[src/common/ilc_pkg.sv]
// shared constants and helpers for the interpolator lane-zero block
package ilc_pkg;
   // ------------------------------------------------------------
   // register map
   // ------------------------------------------------------------
   localparam int ADDR_W = 12;
   localparam logic [11:0] OFS_LOOK0 = 12'h0A0;
   localparam logic [11:0] OFS_LOOK1 = 12'h0A4;
   localparam logic [11:0] OFS_LOOKF = 12'h0A8;
   localparam logic [11:0] OFS_CTRL0 = 12'h0AC;
   localparam logic [31:0] CTRL_RESET = 32'h0000_0000;
   localparam logic [31:0] RDATA_RESET = 32'h0000_0000;
   localparam logic [31:0] CTRL_WR_MASK = 32'h003F_FFFF;
   localparam logic [31:0] CTRL_WR_MASK_NB = 32'h001F_FFFF;
   // ------------------------------------------------------------
   // control field positions
   // ------------------------------------------------------------
   localparam int SHIFT_LO = 0;
   localparam int MLSB_LO = 5;
   localparam int MMSB_LO = 10;
   localparam int SIGNED_BIT = 15;
   localparam int XIN_BIT = 16;
   localparam int XRES_BIT = 17;
   localparam int RAW_BIT = 18;
   localparam int FORCE_LO = 19;
   localparam int INTERPOLATE_MODE_BIT = 21;
   localparam int EXC0_BIT = 23;
   localparam int EXC1_BIT = 24;
   localparam int EXCA_BIT = 25;
   localparam int FORCE_DST_LO = 28;
   localparam int ALPHA_W = 8;
   localparam int RST_STAGES = 2;
   localparam logic [31:0] ALL_ONES = 32'hFFFF_FFFF;

   // five-bit field at a position
   function automatic logic [4:0] ilc_fld5(input logic [31:0] c,
                                           input int lo);
      ilc_fld5 = c[lo+:5];
   endfunction

   // force field ORed into the top address bits of a bus result
   function automatic logic [31:0] ilc_force(input logic [31:0] v,
                                             input logic [31:0] c);
      logic [31:0] f;
      f = '0;
      f[FORCE_DST_LO+:2] = c[FORCE_LO+:2];
      ilc_force = v | f;
   endfunction
endpackage

[src/hdl/ilc_lane_path.sv]
// shift, mask and sign-extend path of one lane
`timescale 1ns/10ps
module ilc_lane_path
   import ilc_pkg::*;
(
   // selected accumulator and lane control
   input wire logic [31:0] acc_in,
   input wire logic [31:0] ctrl,
   // results
   output logic [31:0] sm,
   output logic [31:0] sm_ext,
   output logic excess
);
   logic [31:0] shifted;
   logic [31:0] keep_lo;
   logic [31:0] keep_hi;
   logic [4:0] msb;
   logic sign;

   always_comb begin
      msb = ilc_fld5(ctrl, MMSB_LO);
      shifted = acc_in >> ilc_fld5(ctrl, SHIFT_LO);
      keep_lo = ALL_ONES << ilc_fld5(ctrl, MLSB_LO);
      keep_hi = ALL_ONES >> (5'd31 - msb);
      sm = shifted & keep_lo & keep_hi;
      excess = |(shifted & ~keep_hi);
      sign = sm[msb];
      sm_ext = sm;
      if (ctrl[SIGNED_BIT] && sign) begin
         sm_ext = sm | ~keep_hi;
      end
   end
endmodule // ilc_lane_path

[src/hdl/ilc_interpolate_mode.sv]
// linear interpolate_mode between the first and second offsets
`timescale 1ns/10ps
module ilc_interpolate_mode
   import ilc_pkg::*;
(
   // operands
   input wire logic [31:0] base_a,
   input wire logic [31:0] base_b,
   input wire logic [ALPHA_W-1:0] alpha,
   input wire logic is_signed,
   // result
   output logic [31:0] result
);
   logic signed [32:0] diff;
   logic signed [41:0] prod;

   always_comb begin
      if (is_signed) begin
         diff = $signed({base_b[31], base_b}) - $signed({base_a[31], base_a});
      end else begin
         diff = $signed({1'b0, base_b}) - $signed({1'b0, base_a});
      end
      prod = diff * $signed({1'b0, alpha});
      result = base_a + prod[39:8];
   end
endmodule // ilc_interpolate_mode

[src/hdl/ilc_top.sv]
// interpolator lane zero: datapath, control register and look reads
//
// What this block does
// - reading first-channel look returns first_channel result, changes nothing
// - reading second-channel look returns second_channel result, changes nothing
// - reading combined look returns combined result, changes nothing
// - control bit 23 shows masked-off high bits set in accumulator 0
// - control bit 24 shows masked-off high bits set in accumulator 1
// - control bit 25 is the OR of bits 23 and 24
// - interpolate bit 21 exists only in the first instance
// - interpolate mode makes second_channel a interpolate_mode of offsets by 8-bit weight
// - interpolate mode makes first_channel only the low 8 bits of second_channel value
// - interpolate mode makes combined result third offset plus first_channel
// - second_channel sign flag picks signed or unsigned interpolate_mode
// - bits 20:19 ORed into bus result bits 29:28 only
// - bit 18 bypasses shift and mask for first_channel result only
// - bit 17 loads accumulator 0 with second_channel result on advance
// - bit 16 feeds accumulator 1 into first_channel path, also in bypass
// - bit 15 sign-extends first_channel value before the offset add
// - mask passes bits from low index to high index inclusive
// - accumulator is logically right-shifted before masking
// - advancing read writes lane results back to both accumulators
//
// Strobed register access was decided locally.
`timescale 1ns/10ps
module ilc_top
   import ilc_pkg::*;
#(
   parameter bit FIRST_INSTANCE = 1'b1
)
(
   // clock and reset
   input wire logic core_clk,
   input wire logic rst_n,
   // register port
   input wire logic [ilc_pkg::ADDR_W-1:0] reg_addr,
   input wire logic [31:0] reg_wdata,
   input wire logic reg_wr,
   input wire logic reg_rd,
   output logic [31:0] reg_rdata,
   // shared interpolator state
   input wire logic [31:0] first_accumulator,
   input wire logic [31:0] second_accumulator,
   input wire logic [31:0] first_offset,
   input wire logic [31:0] second_offset,
   input wire logic [31:0] third_offset,
   input wire logic [31:0] second_channel_control,
   // advancing read and accumulator write-back
   input wire logic advance_read,
   output logic wb_valid,
   output logic [31:0] first_accumulator_load,
   output logic [31:0] second_accumulator_load
);
   // ------------------------------------------------------------
   // reset release
   // ------------------------------------------------------------
   logic [RST_STAGES-1:0] rst_pipe_reg;
   logic rst_sync_n;

   always_ff @(posedge core_clk or negedge rst_n) begin
      if (!rst_n) begin
         rst_pipe_reg <= '0;
      end else begin
         rst_pipe_reg <= {rst_pipe_reg[RST_STAGES-2:0], 1'b1};
      end
   end
   assign rst_sync_n = rst_pipe_reg[RST_STAGES-1];

   // ------------------------------------------------------------
   // control register
   // ------------------------------------------------------------
   logic [31:0] ctrl_reg;
   logic [31:0] ctrl_next;
   logic [31:0] ctrl1;
   logic interpolate_mode;

   always_comb begin
      ctrl_next = ctrl_reg;
      if (reg_wr && reg_addr == OFS_CTRL0) begin
         if (FIRST_INSTANCE) begin
            ctrl_next = reg_wdata & CTRL_WR_MASK;
         end else begin
            ctrl_next = reg_wdata & CTRL_WR_MASK_NB;
         end
      end
   end

   always_ff @(posedge core_clk or negedge rst_sync_n) begin
      if (!rst_sync_n) begin
         ctrl_reg <= CTRL_RESET;
      end else begin
         ctrl_reg <= ctrl_next;
      end
   end

   assign ctrl1 = second_channel_control;
   assign interpolate_mode = FIRST_INSTANCE && ctrl_reg[INTERPOLATE_MODE_BIT];

   // ------------------------------------------------------------
   // lane datapaths
   // ------------------------------------------------------------
   logic [31:0] acc0_sel;
   logic [31:0] acc1_sel;
   logic [31:0] sm0, sm0_ext, sm1, sm1_ext;
   logic exc0, exc1;
   logic [31:0] interpolate_mode_res;

   assign acc0_sel = ctrl_reg[XIN_BIT] ? second_accumulator
                                        : first_accumulator;
   assign acc1_sel = ctrl1[XIN_BIT] ? first_accumulator
                                     : second_accumulator;

   ilc_lane_path u_first_channel (
      .acc_in(acc0_sel),
      .ctrl(ctrl_reg),
      .sm(sm0),
      .sm_ext(sm0_ext),
      .excess(exc0)
   );

   ilc_lane_path u_second_channel (
      .acc_in(acc1_sel),
      .ctrl(ctrl1),
      .sm(sm1),
      .sm_ext(sm1_ext),
      .excess(exc1)
   );

   ilc_interpolate_mode u_interpolate_mode (
      .base_a(first_offset),
      .base_b(second_offset),
      .alpha(sm1[ALPHA_W-1:0]),
      .is_signed(ctrl1[SIGNED_BIT]),
      .result(interpolate_mode_res)
   );

   // ------------------------------------------------------------
   // lane and combined results
   // ------------------------------------------------------------
   logic [31:0] first_channel_res, second_channel_res, full_res;
   logic [31:0] first_channel_bus, second_channel_bus;
   logic [31:0] ctrl_view;

   always_comb begin
      if (interpolate_mode) begin
         first_channel_res = {24'h00_0000, sm1[ALPHA_W-1:0]};
      end else if (ctrl_reg[RAW_BIT]) begin
         first_channel_res = first_offset + acc0_sel;
      end else begin
         first_channel_res = first_offset + sm0_ext;
      end
      if (interpolate_mode) begin
         second_channel_res = interpolate_mode_res;
      end else if (ctrl1[RAW_BIT]) begin
         second_channel_res = second_offset + acc1_sel;
      end else begin
         second_channel_res = second_offset + sm1_ext;
      end
      if (interpolate_mode) begin
         full_res = third_offset + sm0_ext;
      end else begin
         full_res = third_offset + sm0_ext + sm1_ext;
      end
   end

   assign first_channel_bus = ilc_force(first_channel_res, ctrl_reg);
   assign second_channel_bus = ilc_force(second_channel_res, ctrl1);

   always_comb begin
      ctrl_view = ctrl_reg;
      ctrl_view[EXC0_BIT] = exc0;
      ctrl_view[EXC1_BIT] = exc1;
      ctrl_view[EXCA_BIT] = exc0 | exc1;
   end

   // ------------------------------------------------------------
   // register read port
   // ------------------------------------------------------------
   logic [31:0] rdata_next;

   always_comb begin
      rdata_next = RDATA_RESET;
      if (reg_addr == OFS_LOOK0) begin
         rdata_next = first_channel_bus;
      end else if (reg_addr == OFS_LOOK1) begin
         rdata_next = second_channel_bus;
      end else if (reg_addr == OFS_LOOKF) begin
         rdata_next = full_res;
      end else if (reg_addr == OFS_CTRL0) begin
         rdata_next = ctrl_view;
      end
   end

   always_ff @(posedge core_clk or negedge rst_sync_n) begin
      if (!rst_sync_n) begin
         reg_rdata <= RDATA_RESET;
      end else if (reg_rd) begin
         reg_rdata <= rdata_next;
      end else begin
         reg_rdata <= RDATA_RESET;
      end
   end

   // ------------------------------------------------------------
   // accumulator write-back
   // ------------------------------------------------------------
   always_ff @(posedge core_clk or negedge rst_sync_n) begin
      if (!rst_sync_n) begin
         wb_valid <= 1'b0;
         first_accumulator_load <= RDATA_RESET;
         second_accumulator_load <= RDATA_RESET;
      end else begin
         wb_valid <= advance_read;
         if (advance_read) begin
            first_accumulator_load <= ctrl_reg[XRES_BIT] ? second_channel_res
                                                         : first_channel_res;
            second_accumulator_load <= ctrl1[XRES_BIT] ? first_channel_res
                                                       : second_channel_res;
         end
      end
   end

   logic [31:0] lo_mask0;
   assign lo_mask0 = ~(ALL_ONES << ilc_fld5(ctrl_reg, MLSB_LO));

   logic exc0_ref;
   logic [ALPHA_W-1:0] alpha1;
   logic [1:0] force0_sel;
   logic [31:0] full_interpolate_mode_ref;
   logic [31:0] raw0_ref;
   logic [31:0] wb0_ref;
   logic [31:0] wb1_ref;
   assign exc0_ref = |((acc0_sel >> ilc_fld5(ctrl_reg, SHIFT_LO)) &
      ~(ALL_ONES >> (5'd31 - ilc_fld5(ctrl_reg, MMSB_LO))));
   assign alpha1 = sm1[ALPHA_W-1:0];
   assign force0_sel = ctrl_reg[FORCE_LO+:2];
   assign full_interpolate_mode_ref = third_offset + sm0_ext;
   assign raw0_ref = ilc_force(first_offset + acc0_sel, ctrl_reg);
   assign wb0_ref = ctrl_reg[XRES_BIT] ? second_channel_res : first_channel_res;
   assign wb1_ref = ctrl1[XRES_BIT] ? first_channel_res : second_channel_res;
endmodule // ilc_top

[config.mk]
export PLATFORM = sky130hd
export DESIGN_NAME = ilc_top
export DESIGN_NICKNAME = d
export VERILOG_FILES = /design/src/common/ilc_pkg.sv /design/src/hdl/ilc_lane_path.sv /design/src/hdl/ilc_interpolate_mode.sv /design/src/hdl/ilc_top.sv
export SDC_FILE = /design/constraint.sdc
export NUM_CORES = 2
export LEC_CHECK = 0
export ABC_AREA = 1
export CAP_MARGIN = 40
export CORE_MARGIN = 1.5
export CORE_UTILIZATION = 40
export DETAILED_ROUTE_END_ITERATION = 10
export DONT_BUFFER_PORTS = 1
export PLACE_DENSITY = 0.58
export SYNTH_ARGS = -nofsm -noshare
export SYNTH_HDL_FRONTEND = slang
export SYNTH_SLANG_ARGS = --single-unit
[constraint.sdc]
create_clock -name core_clk -period 10.8 [get_ports core_clk]
set_input_delay 1.08 -clock core_clk [delete_from_list [all_inputs] [get_ports core_clk]]
set_output_delay 1.08 -clock core_clk [all_outputs]
set_load 0.005 [all_outputs]
# ---- Yosys cells after proc, flatten, opt, wreduce, memory -nomap -nowiden
# Index checks and enable logic that the tools add are counted.
dict set report word_totals {
  regBits 121
  output_inout_bits 97
  input_bits 241
  word_cells 69
}
dict set report op_classes {
  reduce_logical 5
  n_lt_le_gt_ge 2
  multipliers 1
  muxes 21
  shifts 6
  n_addsub 11
  n_eq_ne 4
  bitwise_logic 13
}
# operator n
set op_table {}
lappend op_table {{32-bit two-way mux} 15}
lappend op_table {{32-bit adder} 7}
lappend op_table {{32-bit AND} 6}
lappend op_table {{32-bit by 32-bit subtractor with 33-bit output} 2}
lappend op_table {{32-bit inverter} 2}
lappend op_table {{32-bit by 30-bit bitwise OR with 32-bit output} 2}
lappend op_table {{32-bit bitwise OR} 2}
lappend op_table {{32-bit OR reduction} 2}
lappend op_table {{32-bit by 5-bit << shifter with 32-bit output (first input constant)} 2}
lappend op_table {{32-bit by 5-bit >> shifter with 32-bit output} 2}
lappend op_table {{32-bit by 5-bit >> shifter with 32-bit output (first input constant)} 2}
lappend op_table {{12-bit by 8-bit equality test with 1-bit output (second input constant)} 4}
lappend op_table {{33-bit by 9-bit multiplier with 40-bit output} 1}
lappend op_table {{33-bit two-way mux} 1}
lappend op_table {{26-bit two-way mux} 1}
lappend op_table {{5-bit by 6-bit less-than comparator with 1-bit output (second input constant)} 2}
lappend op_table {{1-bit binary-select mux with 5-bit select} 2}
lappend op_table {{5-bit subtractor (first input constant)} 2}
lappend op_table {{1-bit logical AND} 3}
lappend op_table {{1-bit two-way mux} 2}
lappend op_table {{1-bit bitwise OR} 1}

# ---- Longest topological paths before layout
dict set report logic_depth {
  ltp_word 15
  ltp_mapped 56
}

# ---- Hierarchy
# A second synthesis with hierarchy kept.
dict set report hier_totals {
  hier_cells 6286
  area_unflattened_um2 37937.6
}
# mod area_each_um2 n_inst cells_per_inst
set by_module_without_submodules {}
lappend by_module_without_submodules {ilc_top 17026.3 1 2924}
lappend by_module_without_submodules {ilc_interpolate_mode 12813.5 1 1848}
lappend by_module_without_submodules {ilc_lane_path 4048.9 2 757}

# ---- Worst setup path before layout
# OpenSTA, ideal clock, no wires.
dict set report synth_path {
  path_kind {input-to-reg}
  from {input port second_offset[0]}
  to {register reg_rdata[28]}
  path_stages 46
  setup_slack_ns 2.118
  setup_ns 0.133
  t_arrival_ns 8.549
  path_cell_list {inv_1 -> ha_1 -> fa_1 -> o21ai_2 -> a21oi_1 -> o21ai_2 -> a21boi_1 -> o21ai_2 -> a21boi_0 -> o21bai_1 -> a21boi_1 -> o21ai_0 -> xor2_1 -> nand2_1 -> fa_1 -> inv_1 -> fa_1 -> fa_1 -> [10 not listed] -> a21oi_1 -> xnor2_1 -> ha_1 -> nand2_1 -> nor4_1 -> nand3_1 -> nand3_1 -> nand2_1 -> o211ai_1 -> nand2_1 -> nand3_1 -> nand3_1 -> nand2_1 -> a21oi_1 -> o21ai_0 -> nand2_1 -> o21ai_0 -> a21oi_1}
}
dict set report synth_between {
  elab_chain_cells 9
}
# element line
set synth_lines {}
lappend synth_lines {{from (decl)} ilc_top.sv:45} ;# input wire logic [31:0] second_offset,
lappend synth_lines {{32-bit by 32-bit subtractor with 33-bit output (on tied branches)} {ilc_interpolate_mode.sv:21, ilc_interpolate_mode.sv:19}}
lappend synth_lines {{33-bit two-way mux} ilc_interpolate_mode.sv:18} ;# if (is_signed) begin
lappend synth_lines {{33-bit by 9-bit multiplier with 40-bit output} ilc_interpolate_mode.sv:23} ;# prod = diff * $signed({1'b0, alpha});
lappend synth_lines {{32-bit adder} ilc_interpolate_mode.sv:24} ;# result = base_a + prod[39:8];
lappend synth_lines {{32-bit two-way mux *} ilc_top.sv:152} ;# if (interpolate_mode) begin
lappend synth_lines {{32-bit by 30-bit bitwise OR with 32-bit output *} ilc_pkg.sv:47} ;# ilc_force = v | f;
lappend synth_lines {{32-bit two-way mux *} ilc_top.sv:185} ;# end else if (reg_addr == OFS_LOOK1) begin
lappend synth_lines {{32-bit two-way mux *} ilc_top.sv:183} ;# if (reg_addr == OFS_LOOK0) begin
lappend synth_lines {{32-bit two-way mux *} ilc_top.sv:197} ;# end else if (reg_rd) begin
lappend synth_lines {{to (signal assigned)} ilc_top.sv:198} ;# reg_rdata <= rdata_next;
lappend synth_lines {{to (decl)} ilc_top.sv:40} ;# output logic [31:0] reg_rdata,
# Mark *: on every way between the ends. The rest lies on a longest branch, timed or not.
# A chain may end at the register's enable or synchronous reset.

# ---- Worst setup path in the final report
# Same ends and word-level chain as after synthesis.

==> out/results.tsv <==
metric	value	unit
outcome	finished, final reports clean	
synth-simple-area-share	33.8	%
ioPinCount	338	
max_freq	101	MHz
fin_skew	0.0234	ns
setup_viol	0	
row_count	103	
initial_core_util	40.3	%
cp_slowest_cell	fa_1	
p_leak	17.6	nW
synth_top_area_cell	nand2_1	
crit_type	input port to register	
rsz0062_at_grt	false	
grt-busiest-layer	met2	
fin_crit_sh	91.3	%
crit_arrival	10.16	ns
drt-initial-drc-count	3501	
place_ws	0.507	ns
numCtsBuffers	17	
clock_latency	0.44	ns
clock_path_buffers	2	
place.gp.congestion	1.07	
startpoint_type	input port	
clk_pin_slew	0.07	ns
cts_tree	built	
yosys-mux-area-fraction	0.843	%
hold_viol_final	0	
grt_pass1_wl	220000	um
synth_area	31800	sq um
peakVddDrop	0.0000909	V
synthTopCellsByArea	nand2_1 (14%), fa_1 (13%), nand3_1 (11%), ha_1 (11%), dfrtp_1 (9.5%)	
holdWs	0.292	ns
design.die.area	81100	sq um
slew_violations	0	
seq_area_frac_synth	9.53	%
powerDensity	82.5	nW/um^2
wirelength	150000	um
postSynthAreaPerCell	6.18	sq um
core_area	78700	sq um
track_usage	36.2	%
grt_util_met2	57.8	%
cts_num_sinks	121	
ys_types	73	
dr_total_vias	35800	
ys_top_cells_by_count	nand2_1 (1153), nand3_1 (679), inv_1 (677), nor2_1 (497), a21oi_1 (368)	
dp_cells	6071	
root_buffer	clkbuf_16	
grt_overflow	0	
cp_max_fo	6	
fin_crit	9.86	ns
syn-num-nets	5847	
numPortBuffers	0	
drive_gt1_share	4.86	%
yosys.area_share.xor_xnor	3.36	%
ys_seq_elements	121	
finalSetupTns	0	ns
gr-usage-met1	46.0	%
post_drt_via_cell_ratio	5.85	
yosysTopAreaCellShare	13.6	%
cap_violations	0	
syn_inst	5135	
die_height	285	um
synthArstFlopShare	100	%
ys.flop_type	dfrtp_1	
synthToLayoutAreaGrowth	5.63	%
grtUsageMet3	10.3	%
fin_cells	6118	
synth_compound_area_share	18.0	%
antenna_found_initial	23	
cp_common_cell	nand2_1	
worst-slew-pin-transition	1.02	ns
ant_nets	0	
max_stage_delay	0.54	ns
cp.required	11.09	ns
first_pass_iters	6	
nNetsFinal	5756	
wl_per_cell	24.5	um
worst_slack	0.935	ns
worst_setup_path_end_kind	register	
grt_max_degree	73	
htreeDepth	4	
grt_pass1_vias	33800	
largestRegisters	first_accumulator_load x32, reg_rdata x32, second_accumulator_load x32	
relSlewSlack	31.9	%
fp.dieW	285	um
route.detailed.drc	0	
synth_most_common_cell	nand2_1	
synth_fa_ha_area_share	23.4	%
synth_edf_count	0	
cts_hold_buffers	0	
dpl.hpwl	126000	um
synth_top_family_by_area	simple AND/OR/NAND/NOR gates	
yosysWarnings	0	
hp-class	register to async pin	
## cell usage in the layout (no fill, tap or decap), types with 7 or more instances in the layout
master     synthesis  layout
o21ai_1           36      37
or2_2             20      20
nor2_1           497     496
nor3_1            53      51
o21ai_2           28      28
clkinv_1           7       7
mux2_2            22      22
clkbuf_16          0      17
nand3_1          679     679
xor2_1            84      84
a21oi_1          368     368
a21boi_1          10      10
buf_4             10      71
nand4_1           43      43
a21boi_0          11      11
nand2_1         1153    1153
nand2_2           12      12
xnor2_1           38      38
inv_2              9      10
o21a_1            24      24
o21bai_1          14      14
buf_2             34      10
nor4_1            16      16
ha_1             267     267
o211ai_1          38      38
dfrtp_1          121     118
o221ai_1          17      17
o21ai_0          281     280
and2_1            12      12
inv_1            677     676
a211oi_1          14      14
diode_2            0      11
fa_1             204     204
a21o_1            14      14
a31oi_1           84      84
## power by group
part / leakage (nW) / internal (mW) / switching (mW) / total (mW)
Combinational: 15.8 / 0.520 / 1.11 / 1.63
Sequential: 1.56 / 0.484 / 0.0369 / 0.521
Clock: 0.292 / 0.347 / 0.271 / 0.618
## metal layers
layer / wire, um / vias to the layer above
met1: 60100 / 16900
met2: 66800 / 1625
li1: - / 16900
met5: 159 / -
met4: 6920 / 24
met3: 16000 / 290
## critical path: cells and delay by family
| kind | cells | cell delay (ns) |
|---|---|---|
| compound gates | 18 | 3.22 |
| simple gates | 12 | 1.64 |
| buf+inv | 6 | 0.31 |
| fa+ha+maj | 8 | 3.40 |
| xor+xnor | 2 | 0.49 |
## worst paths after layout
path | startpoint | end | slack (ns) | cells after the start
max in group asynchronous | rst_pipe_reg[1] | ctrl_reg[18] | 9.37 | 1
hold / removal | rst_pipe_reg[1] | first_accumulator_load[4] | 0.29 | 0
setup reg to reg | ctrl_reg[16] | reg_rdata[31] | 1.55 | 49
hold reg to reg | rst_pipe_reg[1] | first_accumulator_load[4] | 0.29 | 0
min in group core_clk | rst_pipe_reg[0] | rst_pipe_reg[1] | 0.35 | 0
setup / recovery | second_offset[0] | reg_rdata[28] | 0.94 | 46
## cell families after synthesis
kind of cell               Yosys count
adders and majority gates          471
and+or+nand+nor                   2513
buffers and inverters              895
xor gates and xnor gates           122
AOI/OAI and AO/OA                  988
other                                1
muxes                               24
DFF                                121
## timing repair
item,4_1_cts,5_1_grt
endpoints found under the setup margin,0,1
resized for setup,0,0
setup buffers,0,1
## final cells by class
cell class / count / area [sq um]
Fill cell: 8614 / 45200
Clock inverter: 15 / 170
Tap cell: 1050 / 1310
Inverter: 696 / 2620
Timing Repair Buffer: 89 / 728
Sequential cell: 121 / 3030
Multi-Input combinational cell: 4119 / 25200
Antenna cell: 11 / 27.5
Clock buffer: 17 / 425
## through the flow
step,power (mW),area (sq um),utilization (%)
final,2.77,33500,42.6
after global routing,2.97,33500,42.6
after CTS,2.75,33500,42.5
after detailed placement,2.13,32900,41.8
after global placement,2.12,32700,41.5
after floorplan,1.63,31800,-
Power figures use the tool's default switching activity.
